## config.mk

```make
export PLATFORM = sky130hd
export DESIGN_NAME = fcc_timer
export DESIGN_NICKNAME = d
export VERILOG_FILES = /design/src/inc/fcc_pkg.sv /design/src/hdl/fcc_channel.sv /design/src/hdl/fcc_timer.sv
export VERILOG_INCLUDE_DIRS = /design/src /design/src/inc
export SDC_FILE = /design/constraint.sdc
export NUM_CORES = 1
export LEC_CHECK = 0
export BUFFER_PORTS_ARGS = -buffer_cell sky130_fd_sc_hd__buf_2
export CAP_MARGIN = 10
export CORE_UTILIZATION = 45
export DETAILED_ROUTE_END_ITERATION = 8
export GPL_TIMING_DRIVEN = 0
export HOLD_SLACK_MARGIN = 0.03
export PLACE_DENSITY = 0.65
export SETUP_SLACK_MARGIN = 0.3
export SLEW_MARGIN = 20
export SYNTH_ARGS = -nofsm -noshare
export SYNTH_HDL_FRONTEND = slang
export SYNTH_HIERARCHICAL = 1
export SYNTH_SLANG_ARGS = --single-unit
```

## constraint.sdc

```tcl
create_clock -name clk -period 3.4 [get_ports clk]
set_clock_uncertainty 0.2 [all_clocks]
set_input_delay 0.17 -clock clk [delete_from_list [all_inputs] [get_ports clk]]
set_output_delay 0.17 -clock clk [all_outputs]
set_load 0.005 [all_outputs]
```

## src/inc/fcc_params.svh

```systemverilog
// Constants of the four-channel capture/compare timer control block.
// Assumes an 8-bit register port with registers at their byte offsets.
//
// How it works
// - Overflow toggles pin when toggle bit set
// - Overflow toggle only in compare mode
// - Overflow toggle beats coinciding compare action
// - Mode/level pair picks compare pin action
// - Nonzero mode/level makes pin an output
// - Edge bits pick capture edge or disable
// - Channel request while flag and enable set
// - Overflow request while flag and enable set
// - Channel 3 compare resets counter if enabled
// - Zero ch3 value keeps counter at zero
// - All-ones ch3 reset sets no overflow
// - Prescaler divides clock by two to select
// - New prescale applies when stages all zero
// - Timer runs only while global enable set
// - Sixteen-bit counter counts up per tick
// - Wrap sets overflow flag, one clears
// - Event sets channel flag, one clears
`ifndef FCC_PARAMS_SVH
`define FCC_PARAMS_SVH

`define FCC_ADDR_W 8
`define FCC_DATA_W 8
`define FCC_CH_N 4
`define FCC_CNT_W 16
`define FCC_PSC_W 7
`define FCC_REG_RESET 8'h00
`define FCC_CNT_RESET 16'h0000
`define FCC_CNT_MAX 16'hffff

`define FCC_OFS_MODE 8'hc0
`define FCC_OFS_CNT_HI 8'hc4
`define FCC_OFS_CNT_LO 8'hc5
`define FCC_OFS_ENABLE 8'hc6
`define FCC_OFS_TOGGLE 8'hc7
`define FCC_OFS_ACTION 8'hc8
`define FCC_OFS_EDGE 8'hc9
`define FCC_OFS_IRQEN 8'hca
`define FCC_OFS_SC2 8'hcb
`define FCC_OFS_CHFLG 8'hcc
`define FCC_OFS_OVFLG 8'hcd
`define FCC_OFS_VAL_FIRST 8'hce
`define FCC_OFS_VAL_LAST 8'hd5

`define FCC_BIT_ENABLE 7
`define FCC_BIT_OVIRQ 7
`define FCC_BIT_CNTRST 3
`define FCC_BIT_OVFLAG 7
`define FCC_PSC_LSB 0
`define FCC_PSC_MSB 2

`endif

```

## src/inc/fcc_pkg.sv

```systemverilog
// Types of the four-channel capture/compare timer control block.
// Assumes fcc_params.svh is on the include path.
`include "fcc_params.svh"
package fcc_pkg;
  typedef struct packed {
    logic [`FCC_ADDR_W-1:0] addr;
    logic [`FCC_DATA_W-1:0] wdata;
    logic wr;
    logic rd;
  } fcc_bus_req_t;

  typedef enum logic [1:0] {
    FCC_EDGE_OFF = 2'b00,
    FCC_EDGE_RISE = 2'b01,
    FCC_EDGE_FALL = 2'b10,
    FCC_EDGE_ANY = 2'b11
  } fcc_edge_t;

  typedef enum logic [1:0] {
    FCC_ACT_NONE = 2'b00,
    FCC_ACT_TOGGLE = 2'b01,
    FCC_ACT_LOW = 2'b10,
    FCC_ACT_HIGH = 2'b11
  } fcc_action_t;
endpackage

```

## src/hdl/fcc_channel.sv

```systemverilog
// One timer channel: capture input synchroniser and edge detector,
// compare output pin logic. Assumes single clock, events from the top.
`timescale 1ns/100ps
module fcc_channel (
  input wire logic clk,
  input wire logic rst_n,
  input wire logic pinIn,
  input wire fcc_pkg::fcc_edge_t edgeSel,
  input wire logic compareMode,
  input wire fcc_pkg::fcc_action_t action,
  input wire logic toggleOnOvf,
  input wire logic ovfEvt,
  input wire logic cmpEvt,
  output logic captureEvt,
  output logic pinOut,
  output logic pinOe
);
  import fcc_pkg::*;

  logic sync1_ff, sync2_ff, sync3_ff, level_ff;
  logic rise, fall;

  ////////////////////////////////////////////////////////////////////////
  // Input synchroniser and filtered level
  always_ff @(posedge clk or negedge rst_n) begin
    if (!rst_n) begin
      sync1_ff <= 1'b0;
      sync2_ff <= 1'b0;
      sync3_ff <= 1'b0;
    end else begin
      sync1_ff <= pinIn;
      sync2_ff <= sync1_ff;
      sync3_ff <= sync2_ff;
    end
  end

  always_ff @(posedge clk or negedge rst_n) begin
    if (!rst_n) begin
      level_ff <= 1'b0;
    end else if (sync2_ff == sync3_ff) begin
      level_ff <= sync3_ff;
    end
  end

  assign rise = (sync2_ff == sync3_ff) && sync3_ff && !level_ff;
  assign fall = (sync2_ff == sync3_ff) && !sync3_ff && level_ff;

  always_comb begin
    captureEvt = 1'b0;
    if (!compareMode) begin
      unique case (edgeSel)
        FCC_EDGE_OFF: captureEvt = 1'b0;
        FCC_EDGE_RISE: captureEvt = rise;
        FCC_EDGE_FALL: captureEvt = fall;
        FCC_EDGE_ANY: captureEvt = rise | fall;
      endcase
    end
  end

  ////////////////////////////////////////////////////////////////////////
  // Compare output pin
  always_ff @(posedge clk or negedge rst_n) begin
    if (!rst_n) begin
      pinOut <= 1'b0;
    end else if (compareMode && toggleOnOvf && ovfEvt) begin
      pinOut <= !pinOut;
    end else if (compareMode && cmpEvt) begin
      unique case (action)
        FCC_ACT_NONE: pinOut <= pinOut;
        FCC_ACT_TOGGLE: pinOut <= !pinOut;
        FCC_ACT_LOW: pinOut <= 1'b0;
        FCC_ACT_HIGH: pinOut <= 1'b1;
      endcase
    end
  end

  always_ff @(posedge clk or negedge rst_n) begin
    if (!rst_n) begin
      pinOe <= 1'b0;
    end else begin
      pinOe <= (action != FCC_ACT_NONE);
    end
  end
endmodule

```

## src/hdl/fcc_timer.sv

```systemverilog
// Four-channel capture/compare timer: registers, prescaler, counter,
// flags and interrupt requests. Assumes the plain register port master
// and asynchronous capture pins.
`timescale 1ns/100ps
`include "fcc_params.svh"
module fcc_timer #(
  parameter int CH_N = `FCC_CH_N,
  parameter int CNT_W = `FCC_CNT_W,
  parameter int PSC_W = `FCC_PSC_W
) (
  input wire logic clk,
  input wire logic rst_n,
  input wire fcc_pkg::fcc_bus_req_t busReq,
  output logic [`FCC_DATA_W-1:0] rdData,
  input wire logic [CH_N-1:0] pinIn,
  output logic [CH_N-1:0] pinOut,
  output logic [CH_N-1:0] pinOe,
  output logic [CH_N-1:0] chIrq,
  output logic ovfIrq,
  output logic [CNT_W-1:0] timerCount
);
  import fcc_pkg::*;

  ////////////////////////////////////////////////////////////////////////
  // Control registers
  logic [CH_N-1:0] compareMode_ff;
  logic timerEnable_ff;
  logic [CH_N-1:0] ovfToggle_ff;
  logic [2*CH_N-1:0] outAction_ff;
  logic [2*CH_N-1:0] edgeSel_ff;
  logic [CH_N-1:0] chIrqEn_ff;
  logic ovfIrqEn_ff;
  logic cntReset_ff;
  logic [2:0] pscSel_ff;
  logic [2:0] pscActive_ff;
  logic [PSC_W-1:0] pscCnt_ff;
  logic [CNT_W-1:0] cnt_ff;
  logic [CH_N-1:0] chFlag_ff;
  logic ovfFlag_ff;
  logic [CNT_W-1:0] value_ff [CH_N];
  logic [`FCC_DATA_W-1:0] nxt_rdData;

  logic wrMode, wrEnable, wrToggle, wrAction, wrEdge, wrIrqEn, wrSc2;
  logic wrCntHi, wrCntLo, wrChFlg, wrOvFlg, wrVal;
  logic [7:0] valOfs;
  logic [1:0] valIdx;
  logic valHigh;
  logic [PSC_W-1:0] pscMask;
  logic tick;
  logic [CH_N-1:0] cmpEvt, capEvt;
  logic ch3Reset, ovfEvt;

  assign wrMode = busReq.wr && (busReq.addr == `FCC_OFS_MODE);
  assign wrEnable = busReq.wr && (busReq.addr == `FCC_OFS_ENABLE);
  assign wrToggle = busReq.wr && (busReq.addr == `FCC_OFS_TOGGLE);
  assign wrAction = busReq.wr && (busReq.addr == `FCC_OFS_ACTION);
  assign wrEdge = busReq.wr && (busReq.addr == `FCC_OFS_EDGE);
  assign wrIrqEn = busReq.wr && (busReq.addr == `FCC_OFS_IRQEN);
  assign wrSc2 = busReq.wr && (busReq.addr == `FCC_OFS_SC2);
  assign wrCntHi = busReq.wr && (busReq.addr == `FCC_OFS_CNT_HI);
  assign wrCntLo = busReq.wr && (busReq.addr == `FCC_OFS_CNT_LO);
  assign wrChFlg = busReq.wr && (busReq.addr == `FCC_OFS_CHFLG);
  assign wrOvFlg = busReq.wr && (busReq.addr == `FCC_OFS_OVFLG);
  assign wrVal = busReq.wr && (busReq.addr >= `FCC_OFS_VAL_FIRST)
                 && (busReq.addr <= `FCC_OFS_VAL_LAST);
  assign valOfs = busReq.addr - `FCC_OFS_VAL_FIRST;
  assign valIdx = valOfs[2:1];
  assign valHigh = !valOfs[0];

  always_ff @(posedge clk or negedge rst_n) begin
    if (!rst_n) begin
      compareMode_ff <= '0;
    end else if (wrMode) begin
      compareMode_ff <= busReq.wdata[CH_N-1:0];
    end
  end

  always_ff @(posedge clk or negedge rst_n) begin
    if (!rst_n) begin
      timerEnable_ff <= 1'b0;
    end else if (wrEnable) begin
      timerEnable_ff <= busReq.wdata[`FCC_BIT_ENABLE];
    end
  end

  always_ff @(posedge clk or negedge rst_n) begin
    if (!rst_n) begin
      ovfToggle_ff <= '0;
    end else if (wrToggle) begin
      ovfToggle_ff <= busReq.wdata[CH_N-1:0];
    end
  end

  always_ff @(posedge clk or negedge rst_n) begin
    if (!rst_n) begin
      outAction_ff <= '0;
    end else if (wrAction) begin
      outAction_ff <= busReq.wdata[2*CH_N-1:0];
    end
  end

  always_ff @(posedge clk or negedge rst_n) begin
    if (!rst_n) begin
      edgeSel_ff <= '0;
    end else if (wrEdge) begin
      edgeSel_ff <= busReq.wdata[2*CH_N-1:0];
    end
  end

  always_ff @(posedge clk or negedge rst_n) begin
    if (!rst_n) begin
      chIrqEn_ff <= '0;
    end else if (wrIrqEn) begin
      chIrqEn_ff <= busReq.wdata[CH_N-1:0];
    end
  end

  always_ff @(posedge clk or negedge rst_n) begin
    if (!rst_n) begin
      ovfIrqEn_ff <= 1'b0;
      cntReset_ff <= 1'b0;
      pscSel_ff <= '0;
    end else if (wrSc2) begin
      ovfIrqEn_ff <= busReq.wdata[`FCC_BIT_OVIRQ];
      cntReset_ff <= busReq.wdata[`FCC_BIT_CNTRST];
      pscSel_ff <= busReq.wdata[`FCC_PSC_MSB:`FCC_PSC_LSB];
    end
  end

  ////////////////////////////////////////////////////////////////////////
  // Prescaler
  always_ff @(posedge clk or negedge rst_n) begin
    if (!rst_n) begin
      pscCnt_ff <= '0;
    end else if (timerEnable_ff) begin
      pscCnt_ff <= pscCnt_ff + 1'b1;
    end
  end

  always_ff @(posedge clk or negedge rst_n) begin
    if (!rst_n) begin
      pscActive_ff <= '0;
    end else if (pscCnt_ff == '0) begin
      pscActive_ff <= pscSel_ff;
    end
  end

  assign pscMask = PSC_W'((1 << pscActive_ff) - 1);
  assign tick = timerEnable_ff && ((pscCnt_ff & pscMask) == pscMask);

  ////////////////////////////////////////////////////////////////////////
  // Main counter
  always_comb begin
    for (int i = 0; i < CH_N; i++) begin
      cmpEvt[i] = tick && compareMode_ff[i] && (cnt_ff == value_ff[i]);
    end
  end

  assign ch3Reset = cntReset_ff && cmpEvt[CH_N-1];
  assign ovfEvt = tick && (cnt_ff == `FCC_CNT_MAX) && !ch3Reset;

  always_ff @(posedge clk or negedge rst_n) begin
    if (!rst_n) begin
      cnt_ff <= `FCC_CNT_RESET;
    end else if (wrCntHi) begin
      cnt_ff <= {busReq.wdata, cnt_ff[7:0]};
    end else if (wrCntLo) begin
      cnt_ff <= {cnt_ff[CNT_W-1:8], busReq.wdata};
    end else if (ch3Reset) begin
      cnt_ff <= `FCC_CNT_RESET;
    end else if (tick) begin
      cnt_ff <= cnt_ff + 1'b1;
    end
  end

  ////////////////////////////////////////////////////////////////////////
  // Channels
  genvar g;
  generate
    for (g = 0; g < CH_N; g++) begin : gCh
      fcc_channel uCh (
        .clk(clk),
        .rst_n(rst_n),
        .pinIn(pinIn[g]),
        .edgeSel(fcc_edge_t'(edgeSel_ff[2*g+1:2*g])),
        .compareMode(compareMode_ff[g]),
        .action(fcc_action_t'(outAction_ff[2*g+1:2*g])),
        .toggleOnOvf(ovfToggle_ff[g]),
        .ovfEvt(ovfEvt),
        .cmpEvt(cmpEvt[g]),
        .captureEvt(capEvt[g]),
        .pinOut(pinOut[g]),
        .pinOe(pinOe[g])
      );
    end
  endgenerate

  always_ff @(posedge clk or negedge rst_n) begin
    if (!rst_n) begin
      for (int i = 0; i < CH_N; i++) begin
        value_ff[i] <= `FCC_CNT_RESET;
      end
    end else begin
      for (int i = 0; i < CH_N; i++) begin
        if (capEvt[i]) begin
          value_ff[i] <= cnt_ff;
        end else if (wrVal && (int'(valIdx) == i) && compareMode_ff[i]) begin
          if (valHigh) begin
            value_ff[i] <= {busReq.wdata, value_ff[i][7:0]};
          end else begin
            value_ff[i] <= {value_ff[i][CNT_W-1:8], busReq.wdata};
          end
        end
      end
    end
  end

  ////////////////////////////////////////////////////////////////////////
  // Flags, set wins over clear
  always_ff @(posedge clk or negedge rst_n) begin
    if (!rst_n) begin
      chFlag_ff <= '0;
    end else begin
      for (int i = 0; i < CH_N; i++) begin
        if (capEvt[i] || cmpEvt[i]) begin
          chFlag_ff[i] <= 1'b1;
        end else if (wrChFlg && busReq.wdata[i]) begin
          chFlag_ff[i] <= 1'b0;
        end
      end
    end
  end

  always_ff @(posedge clk or negedge rst_n) begin
    if (!rst_n) begin
      ovfFlag_ff <= 1'b0;
    end else if (ovfEvt) begin
      ovfFlag_ff <= 1'b1;
    end else if (wrOvFlg && busReq.wdata[`FCC_BIT_OVFLAG]) begin
      ovfFlag_ff <= 1'b0;
    end
  end

  ////////////////////////////////////////////////////////////////////////
  // Interrupt requests and counter view
  always_ff @(posedge clk or negedge rst_n) begin
    if (!rst_n) begin
      chIrq <= '0;
    end else begin
      chIrq <= chFlag_ff & chIrqEn_ff;
    end
  end

  always_ff @(posedge clk or negedge rst_n) begin
    if (!rst_n) begin
      ovfIrq <= 1'b0;
    end else begin
      ovfIrq <= ovfFlag_ff && ovfIrqEn_ff;
    end
  end

  always_ff @(posedge clk or negedge rst_n) begin
    if (!rst_n) begin
      timerCount <= `FCC_CNT_RESET;
    end else begin
      timerCount <= cnt_ff;
    end
  end

  ////////////////////////////////////////////////////////////////////////
  // Read port
  always_comb begin
    nxt_rdData = `FCC_REG_RESET;
    if (busReq.rd) begin
      unique case (busReq.addr)
        `FCC_OFS_MODE: nxt_rdData[CH_N-1:0] = compareMode_ff;
        `FCC_OFS_CNT_HI: nxt_rdData = cnt_ff[CNT_W-1:8];
        `FCC_OFS_CNT_LO: nxt_rdData = cnt_ff[7:0];
        `FCC_OFS_ENABLE: nxt_rdData[`FCC_BIT_ENABLE] = timerEnable_ff;
        `FCC_OFS_TOGGLE: nxt_rdData[CH_N-1:0] = ovfToggle_ff;
        `FCC_OFS_ACTION: nxt_rdData = outAction_ff;
        `FCC_OFS_EDGE: nxt_rdData = edgeSel_ff;
        `FCC_OFS_IRQEN: nxt_rdData[CH_N-1:0] = chIrqEn_ff;
        `FCC_OFS_SC2: begin
          nxt_rdData[`FCC_BIT_OVIRQ] = ovfIrqEn_ff;
          nxt_rdData[`FCC_BIT_CNTRST] = cntReset_ff;
          nxt_rdData[`FCC_PSC_MSB:`FCC_PSC_LSB] = pscSel_ff;
        end
        `FCC_OFS_CHFLG: nxt_rdData[CH_N-1:0] = chFlag_ff;
        `FCC_OFS_OVFLG: nxt_rdData[`FCC_BIT_OVFLAG] = ovfFlag_ff;
        default: begin
          if (busReq.addr >= `FCC_OFS_VAL_FIRST
              && busReq.addr <= `FCC_OFS_VAL_LAST) begin
            nxt_rdData = valHigh ? value_ff[valIdx][CNT_W-1:8]
                                 : value_ff[valIdx][7:0];
          end
        end
      endcase
    end
  end

  always_ff @(posedge clk or negedge rst_n) begin
    if (!rst_n) begin
      rdData <= `FCC_REG_RESET;
    end else begin
      rdData <= nxt_rdData;
    end
  end
endmodule

```

==> results of run 1 <==
## registers in the layout, indices dropped and copies added (netlist names), 7 cells and up
signal        count
rdData            8
cnt_ff           16
value_ff         64
outAction_ff      8
timerCount       16
pscCnt_ff         7
edgeSel_ff        8
## worst min-delay path, delay by kind of cell
kind            cells  cell delay (ns)
simple gates        2             0.26
compound gates      2             0.15
buf+inv             1             0.09
## layout by cell type (no fill, tap or decap), drive strengths merged, types with 12 or more instances in the layout
| master | count |
|---|---|
| a211oi | 15 |
| a21oi | 88 |
| and2 | 13 |
| and3 | 16 |
| buf | 84 |
| clkbuf | 63 |
| dfrtp | 182 |
| dlygate4sd3 | 12 |
| ha | 15 |
| inv | 44 |
| mux2 | 37 |
| mux4 | 16 |
| nand2 | 149 |
| nand3 | 20 |
| nor2 | 86 |
| nor3 | 15 |
| nor4 | 16 |
| o21ai | 86 |
| xnor2 | 17 |
| xor2 | 49 |
## per-stage QoR
step	util, %	setup TNS (ns)	setup WS (ns)	hold slack [ns]
6_report	53.4	0	0.376	0.0680
4_1_cts	53.2	0	0.287	0.0388
5_1_grt	53.4	0	0.271	0.0804
3_3_place_gp	49.6	-184.99	-1.03	0.0788
3_5_place_dp	49.7	0	0.0315	0.0204
2_1_floorplan	-	0	0.842	-0.326
## what timing repair did
item                                    4_1_cts  5_1_grt
hold buffers                                 12        0
hold endpoints to repair                    112        0
endpoints found under the setup margin       13        8
resized for setup                             4       13
## layer usage
metal	part of all wire [%]	wire length, um
met1	44	15400
met2	42	15000
met3	10	3660
met4	3.6	1270
met5	0	0
## logic make-up (layout without fill, tap and decap cells)
family / count (synthesis) / after routing
buffers and inverters: 106 / 209
flip-flops: 182 / 182
AO/OA/AOI/OAI: 263 / 263
multiplexers: 61 / 61
AND/OR/NAND/NOR: 358 / 358
XOR/XNOR: 66 / 66
adder cells (fa/ha/maj): 15 / 15
## worst paths after layout
| kind | start | endpoint | slack [ns] | cells after the start |
|---|---|---|---|---|
| setup / recovery | cnt_ff[14]$_DFFE_PN0P_ | gCh[2].uCh/pinOut$_DFFE_PN0P_ | 0.38 | 8 |
| hold / removal | busReq[3] | value_ff[9]$_DFFE_PN0P_ | 0.07 | 5 |
| setup reg to reg | cnt_ff[14]$_DFFE_PN0P_ | gCh[2].uCh/pinOut$_DFFE_PN0P_ | 0.38 | 8 |
| hold reg to reg | gCh[0].uCh/sync1_ff$_DFF_PN0_ | gCh[0].uCh/sync2_ff$_DFF_PN0_ | 0.15 | 0 |
| max in group asynchronous | rst_n | value_ff[9]$_DFFE_PN0P_ | 1.96 | 3 |
| min in group asynchronous | rst_n | gCh[1].uCh/level_ff$_DFFE_PN0N_ | 0.08 | 2 |
## area by class of cell
type / count / area [um^2] / share of cell area (%)
tap: 275 / 344 / 3.03
clock buffer: 17 / 425 / 3.75
clock inverter: 15 / 178 / 1.56
buffer: 71 / 300 / 2.64
timing repair buffer: 71 / 448 / 3.94
multi-input combinational: 763 / 4980 / 43.8
sequential: 182 / 4550 / 40.1
inverter: 35 / 131 / 1.16
## where the power goes
part / leakage, nW / switching, W / internal [W] / total, W
registers: 2.40 / 0.000325 / 0.00245 / 0.00277
logic: 2.59 / 0.000991 / 0.000562 / 0.00155
clock network: 0.297 / 0.00101 / 0.00106 / 0.00207
==> results.toml, run 1 <==
[yosys]
muxShareOfSynthArea_pct = 8.64
yosysUniqueCellTypes = 59
syn_inst = 1051
synth_edf_count = 0
synth_xor_area_share_pct = 5.83
synth_nets = 1090
synth-simple-area-share_pct = 16.7
synthArstFlopShare_pct = 100
synth_fa_ha_area_share_pct = 1.89
yosys_warnings = 6
synth_seq_area_share_pct = 45.9
synthFlopType = "dfrtp_1"
synth_top_family_by_area = "simple AND/OR/NAND/NOR gates"
synth_area_leaders = "dfrtp_1 (46%), nand2_1 (5.6%), a21oi_1 (4.4%)"
ys_top_cells_by_count = "dfrtp_1 (182), nand2_1 (148), a21oi_1 (88)"
synth_top_cell_by_area = "dfrtp_1"
syn_area_per_cell_um2 = 9.43
yosysMostFrequentCell = "dfrtp_1"
netlist.area_leader.share_pct = 45.9
synth-seq-cells = 182
synth_area_um2 = 9920
synth_compound_area_share_pct = 16.7

[route]
drc = 0
drt_wl_total_um = 35300
wl_per_cell_um = 24.7
drtIter0Drc = 1268
detail-route-antenna-nets = 0
vias = 8801
dr.pass1.iters = 5
viasPerCell = 6.16

[grt]
use_met1_pct = 47.7
met2_usage_pct = 46.8
first_global_vias = 8306
antenna_found_initial = 0
grt_max_degree = 97
track_usage_pct = 32.7
grt-ovfl-total = 0
grt_pass1_wl_um = 52800
busiest_layer = "met1"
met3_usage_pct = 7.33

[flow_run]
maxCapViolations = 0

[power_and_ir_drop]
peakVddDrop_uv = 373
powerDensity_nw_per_um2 = 563
p_total_w = 0.00639
p_leak_nw = 5.29

[worst_setup_path]
cp_max_fo = 10
cp.required_ns = 3.52
cp.arrival_ns = 3.15
critical_path.top_delay_family = "simple AND/OR/NAND/NOR gates"
cp_slowest_cell = "clkbuf_1"
criticalPathCategory = "reg2reg"
max_stage_delay_ns = 0.56
start_kind = "flip-flop"
cp_common_cell = "a211oi_2"
cp_cell_sequence = "clkbuf_1 > xor2_1 > nor4_1 > nand4_1 > nor3_1 > o211ai_2 > a211oi_2 > a211oi_2"
critPathBufInv = 1
critPathCaptureType = "flip-flop"

[placed_design]
placed_cells = 1385
io_buffers = 58
gp_congestion = 0.976
placed_area_um2 = 10600
place_hpwl_um = 25300

[die]
rows = 53
fp.dieH_um = 150
start_util_pct = 46.6
die_w_um = 150
die_area_um2 = 22600
ios = 61
coreArea_um2 = 21300

[sta]
slew_violations = 0
finalWorstPathRequiredPeriod_ns = 3.02
fmax_mhz = 331
rsz0062_at_grt = "yes"
worst_slew_pin_slew_ns = 1.15
finalCritPeriodShare_pct = 88.9
relSlewSlack_pct = 22.5
finalSetupViolations = 0
finalHoldViolCount = 0

[cells_and_area]
final_cell_area_um2 = 11400
final_cells = 1429
nFillCells = 1934
layout.nets = 1180
n_antenna_cell = 0
area_growth_pct = 14.5
drive_gt1_share_pct = 17.3

[status]
status = "finished, final reports clean"

[clock_tree]
cts-root-buf = "clkbuf_16"
htreeDepth = 4
path_clk_slew_ns = 0.07
post-cts-setup-buffers = 0
worst_skew_pair.late_latency_ns = 0.45
cts_buffers = 17
cts.sinks = 182
cts_buffer_depth = 2
tritoncts = "built"

[min_path]
hp-class = "in2reg"
(Power assumes the default switching activity.)
==> run 2: changes to the inputs <==
--- a/config.mk
+++ b/config.mk
@@ -6,13 +6,14 @@
 export SDC_FILE = /design/constraint.sdc
 export NUM_CORES = 1
 export LEC_CHECK = 0
+export ABC_AREA = 1
 export BUFFER_PORTS_ARGS = -buffer_cell sky130_fd_sc_hd__buf_2
 export CAP_MARGIN = 10
-export CORE_UTILIZATION = 45
+export CORE_UTILIZATION = 23
 export DETAILED_ROUTE_END_ITERATION = 8
 export GPL_TIMING_DRIVEN = 0
 export HOLD_SLACK_MARGIN = 0.03
-export PLACE_DENSITY = 0.65
+export PLACE_DENSITY = 0.4
 export SETUP_SLACK_MARGIN = 0.3
 export SLEW_MARGIN = 20
 export SYNTH_ARGS = -nofsm -noshare
==> run 2 against run 1 <==
Net effect:
- sequential cell count unchanged
- clock-buffer cell count up 2
- sequential power about the same
- routed wire length grew 49%
- critical endpoint unchanged
- highest routed layer is now met5
==> results.toml, run 2 <==
[min_path]
min_from = "busReq[10]"
hp-class = "in2reg"
min_path_cells = 5
min_to = "value_ff[35]$_DFFE_PN0P_"

[route]
viasPerCell = 5.07
drc = 0
drt_wl_total_um = 52600
drtIter0Drc = 1136
vias = 11400
wl_per_cell_um = 23.4
dr.pass1.iters = 6
detail-route-antenna-nets = 0

[clock_tree]
post-cts-setup-buffers = 0
tritoncts = "built"
cts_buffer_depth = 2
cts-root-buf = "clkbuf_16"
cts_buffers = 17
cts.sinks = 182
path_clk_slew_ns = 0.07
htreeDepth = 4
worst_skew_pair.late_latency_ns = 0.49

[grt]
grt-ovfl-total = 0
track_usage_pct = 21.6
antenna_found_initial = 1
grt_max_degree = 79
first_global_vias = 11000
grt_pass1_wl_um = 76800

[yosys]
yosys_warnings = 6
netlist.area_leader.share_pct = 41.1
synth_top_family_by_area = "simple AND/OR/NAND/NOR gates"
synth_area_leaders = "dfrtp_1 (41%), nand2_1 (16%), nand3_1 (5.9%)"
synthFlopType = "dfrtp_1"
synth-seq-cells = 182
synth_edf_count = 0
yosysUniqueCellTypes = 48
synth_nets = 1569
synth-simple-area-share_pct = 30.9
synth_top_cell_by_area = "dfrtp_1"
synth_seq_area_share_pct = 41.1
yosysMostFrequentCell = "nand2_1"
syn_inst = 1530
ys_top_cells_by_count = "nand2_1 (460), dfrtp_1 (182), inv_1 (142)"
syn_area_per_cell_um2 = 7.25
synth_compound_area_share_pct = 15.2
muxShareOfSynthArea_pct = 0.293
synthArstFlopShare_pct = 100
synth_xor_area_share_pct = 2.45
synth_fa_ha_area_share_pct = 1.69
synth_area_um2 = 11100

[die]
ios = 61
start_util_pct = 23.3
die_w_um = 222
die_area_um2 = 49100
coreArea_um2 = 47600
rows = 80
fp.dieH_um = 222

[worst_setup_path]
reg2reg_from = "cnt_ff[11]$_DFFE_PN0P_"
cp_slowest_cell = "buf_1"
critPathCaptureType = "flip-flop"
r2r_end = "gCh[2].uCh/pinOut$_DFFE_PN0P_"
max_stage_delay_ns = 0.79
cp.required_ns = 3.57
cp.arrival_ns = 3.17
criticalPathCategory = "reg2reg"
reg2reg_depth = 10
r2r_slack_ns = 0.40
cp_common_cell = "nand2_1"
cp_max_fo = 10
start_kind = "flip-flop"
cp_cell_sequence = "buf_1 > o22ai_1 > nor4_1 > nand4_1 > inv_1 > nand2_1 > inv_1 > nand2_1 > nand3_1 > nand2_1"

[power_and_ir_drop]
powerDensity_nw_per_um2 = 576
peakVddDrop_uv = 346
p_leak_nw = 6.51

[placed_design]
place_hpwl_um = 40000
placed_area_um2 = 12200
io_buffers = 58
gp_congestion = 0.985

[cells_and_area]
fin_util_pct = 27.3
final_cell_mix = "nand2_1 (460), dfrtp_1 (181), inv_1 (141)"
n_antenna_cell = 0
final_cell_area_um2 = 13000
largest_reg_flops = 64
drive_gt1_share_pct = 10.2
regArea_um2 = 4560
multi_input_area_um2 = 5600
layout.cells.most_common = "nand2_1"
nFillCells = 5278
reg_top3 = "value_ff x64, cnt_ff x16, timerCount x16"
largest_register = "value_ff"
area_growth_pct = 17.1
layout.nets = 1664

[status]
status = "finished, final reports clean"

[sta]
fmax_mhz = 333
worst_slew_pin_slew_ns = 1.13
relSlewSlack_pct = 24.8
finalCritPeriodShare_pct = 88.2
rsz0062_at_grt = "no"
slew_violations = 0
finalWorstPathRequiredPeriod_ns = 3.00
finalSetupViolations = 0
tns_ns = 0
finalHoldViolCount = 0

[flow_run]
maxCapViolations = 0
==> run 2: kinds of logic (layout without fill, tap and decap cells) <==
| group | count (synthesis) | count (layout) |
|---|---|---|
| mux | 3 | 3 |
| compound gates | 280 | 280 |
| fa+ha+maj | 15 | 15 |
| xor+xnor | 31 | 31 |
| simple gates | 793 | 793 |
| buf+inv | 226 | 334 |
| flops | 182 | 182 |
==> run 2: worst max-delay path: cells and delay by family (launching register included) <==
kind,cells,cell delay [ns]
buffers and inverters,3,1.00
and+or+nand+nor,6,1.00
DFF,1,0.46
AOI/OAI and AO/OA,1,0.22
==> run 2: layer usage <==
metal  routed length [um]  global-route usage [%]
met1                23900                    29.6
met2                23000                    32.9
met3                 3320                    3.54
met4                 2420                    10.9
met5                    9                       0
==> run 2: how the worst max path moves through the flow <==
| stage | startpoint | to | slack (ns) | depth (start not counted) |
|---|---|---|---|---|
| global placement | rst_n | value_ff[30]$_DFFE_PN0P_ | -1.33 | 1 |
| detailed placement | busReq[11] | rdData[1]$_DFF_PN0_ | -0.07 | 13 |
| global route | cnt_ff[15]$_DFFE_PN0P_ | gCh[2].uCh/pinOut$_DFFE_PN0P_ | 0.31 | 13 |
| floorplan | busReq[11] | rdData[1]$_DFF_PN0_ | 1.22 | 13 |
| CTS | cnt_ff[1]$_DFFE_PN0P_ | gCh[2].uCh/pinOut$_DFFE_PN0P_ | 0.34 | 10 |
| finish | cnt_ff[11]$_DFFE_PN0P_ | gCh[2].uCh/pinOut$_DFFE_PN0P_ | 0.40 | 10 |
==> run 2: final cells by class <==
type	instances	area share (%)
sequential	182	35.1
multi-input combinational	1122	43.1
buffer	66	2.59
clock inverter	13	0.954
clock buffer	19	3.49
inverter	160	4.72
tap	615	5.93
timing repair buffer	76	4.10
==> run 2: timing repair <==
action                                  CTS  global route
hold endpoints to repair                158             0
resized for setup                         2            12
gates cloned                              0             0
endpoints found under the setup margin    4             7
hold buffers                             16             0
==> run 2: power breakdown <==
part           switching (W)  internal (W)
registers           0.000299       0.00247
logic                0.00190      0.000755
clock network        0.00104       0.00101
total                0.00324       0.00423
==> run 2: metrics by stage <==
| stage | std cells | setup WS (ns) | total power (W) | hold slack, ns |
|---|---|---|---|---|
| finish | 2253 | 0.401 | 0.00748 | 0.0592 |
| global route | 2253 | 0.313 | 0.00786 | 0.0657 |
| CTS | 2253 | 0.340 | 0.00751 | 0.0396 |
| detailed placement | 2205 | -0.0714 | 0.00540 | -0.0881 |
| global placement | 2203 | -1.33 | 0.00540 | 0.0799 |
| floorplan | 1530 | 1.22 | 0.00420 | -0.326 |
==> run 3: changes to the inputs <==
--- a/config.mk
+++ b/config.mk
@@ -13,7 +13,7 @@
 export DETAILED_ROUTE_END_ITERATION = 8
 export GPL_TIMING_DRIVEN = 0
 export HOLD_SLACK_MARGIN = 0.03
-export PLACE_DENSITY = 0.4
+export PLACE_DENSITY_LB_ADDON = 0.05
 export SETUP_SLACK_MARGIN = 0.3
 export SLEW_MARGIN = 20
 export SYNTH_ARGS = -nofsm -noshare
==> run 3 against run 2 <==
Net effect:
- design area is 0.14% higher
- global-route usage is 1.2 points higher
- critical path depth is 2 higher
- fmax hardly changed
- final cell count stayed put
- first-iteration DRC count is 13% lower
- non-clock buffer count stayed put
- largest cell class unchanged
- highest routed layer is now met4
==> results.toml, run 3 (same netlist as run 2, synthesis figures left out) <==
[power_and_ir_drop]
powerDensity_nw_per_um2 = 580
p_total_w = 0.00755
peakVddDrop_uv = 411
p_leak_nw = 6.53

[cells_and_area]
largest_reg_flops = 64
final_cell_mix = "nand2_1 (460), dfrtp_1 (181), inv_1 (142)"
n_antenna_cell = 0
area_growth_pct = 17.3
final_cells = 2253
drive_gt1_share_pct = 10.5
largest_register = "value_ff"
layout.cells.most_common = "nand2_1"
reg_top3 = "value_ff x64, cnt_ff x16, timerCount x16"
layout.nets = 1664

[clock_tree]
htreeDepth = 4
cts.sinks = 182
tritoncts = "built"
post-cts-setup-buffers = 0
cts-root-buf = "clkbuf_16"
cts_buffer_depth = 2
path_clk_slew_ns = 0.07
cts_buffers = 17
worst_skew_pair.late_latency_ns = 0.50

[sta]
relSlewSlack_pct = 26.9
worst_slew_pin_slew_ns = 1.10
finalSetupViolations = 0
finalCritPeriodShare_pct = 88.2
fmax_mhz = 334
finalWorstPathRequiredPeriod_ns = 3.00
finalHoldViolCount = 0
slew_violations = 0
rsz0062_at_grt = "yes"

[route]
wl_per_cell_um = 24.4
drtIter0Drc = 990
vias = 11200
drt_wl_total_um = 55000
dr.pass1.iters = 5
detail-route-antenna-nets = 0
drc = 0
viasPerCell = 4.98

[placed_design]
place_hpwl_um = 42100
gp_congestion = 0.926
io_buffers = 58
placed_cells = 2205

[flow_run]
maxCapViolations = 0

[worst_setup_path]
r2r_slack_ns = 0.40
start_kind = "flip-flop"
reg2reg_depth = 12
criticalPathCategory = "reg2reg"
critPathCaptureType = "flip-flop"
cp.arrival_ns = 3.19
cp.required_ns = 3.59
cp_max_fo = 10
critPathLaunch = "cnt_ff[14]$_DFFE_PN0P_"
reg2reg_from = "cnt_ff[14]$_DFFE_PN0P_"
crit_path_end = "gCh[1].uCh/pinOut$_DFFE_PN0P_"
r2r_end = "gCh[1].uCh/pinOut$_DFFE_PN0P_"

[die]
die_area_um2 = 49100
start_util_pct = 23.3
ios = 61
coreArea_um2 = 47600
die_w_um = 222
rows = 80
fp.dieH_um = 222

[status]
status = "finished, final reports clean"

[grt]
grt-ovfl-total = 0
grt_max_degree = 72
track_usage_pct = 22.8
antenna_found_initial = 0
grt_pass1_wl_um = 79500
first_global_vias = 10800

[min_path]
hp-class = "in2async"
==> run 3: layout make-up <==
class	count	area, um^2
Timing Repair Buffer	76	533
Tap cell	615	769
Inverter	160	613
Clock buffer	20	467
Multi-Input combinational cell	1122	5610
Buffer	66	340
Sequential cell	182	4560
Fill cell	5321	34600
Clock inverter	12	116
==> run 3: worst min path at each step <==
stage	start	to	slack (ns)	cells past startpoint
floorplan	rst_n	chFlag_ff[0]$_DFFE_PN0P_	-0.33	0
global placement	pinIn[2]	gCh[2].uCh/sync1_ff$_DFF_PN0_	0.08	1
detailed placement	rst_n	chIrq[0]$_DFF_PN0_	-0.09	1
CTS	rst_n	chIrq[0]$_DFF_PN0_	0.03	3
global route	rst_n	chIrq[0]$_DFF_PN0_	0.07	3
finish	rst_n	chIrq[2]$_DFF_PN0_	0.05	3
==> run 3: layer usage <==
layer,vias to the layer above,track usage (%),share of wire [%]
met5,-,0,0
met4,0,8.58,3.0
met3,68,3.45,5.4
met2,398,33.5,42
met1,5483,33.4,49
li1,5274,-,-
==> run 3: per-stage QoR <==
step | hold slack, ns | setup WS, ns | util, % | TNS, ns | cell area [um^2]
after floorplan | -0.326 | 1.22 | - | 0 | 11100
after global placement | 0.0811 | -1.51 | 25.5 | -268.01 | 12100
after detailed placement | -0.0933 | 0.0520 | 25.6 | 0 | 12200
after CTS | 0.0335 | 0.349 | 27.2 | 0 | 13000
after global routing | 0.0697 | 0.299 | 27.3 | 0 | 13000
final | 0.0541 | 0.402 | 27.3 | 0 | 13000
==> run 3: worst max-delay path, stage by stage (launching register included) <==
cell	delay, ns
dfrtp_1	0.56
clkbuf_1	0.86
nor2_1	0.15
nor3_1	0.22
nand2_1	0.07
nor2_1	0.08
nand4_1	0.21
nor2_1	0.17
nand2_1	0.11
inv_1	0.09
nand2_1	0.05
nand3_1	0.06
nand2_1	0.06
==> run 3: timing repair <==
| item | in CTS | in global routing |
|---|---|---|
| resized for setup | 2 | 24 |
| endpoints found under the setup margin | 4 | 5 |
| hold endpoints to repair | 215 | 0 |
| hold buffers | 16 | 0 |
==> run 3: where the power goes <==
group          total [W]  internal [W]  switching, W
registers        0.00281       0.00247      0.000343
logic            0.00265      0.000757       0.00190
clock network    0.00208       0.00108       0.00100
total            0.00755       0.00430       0.00324
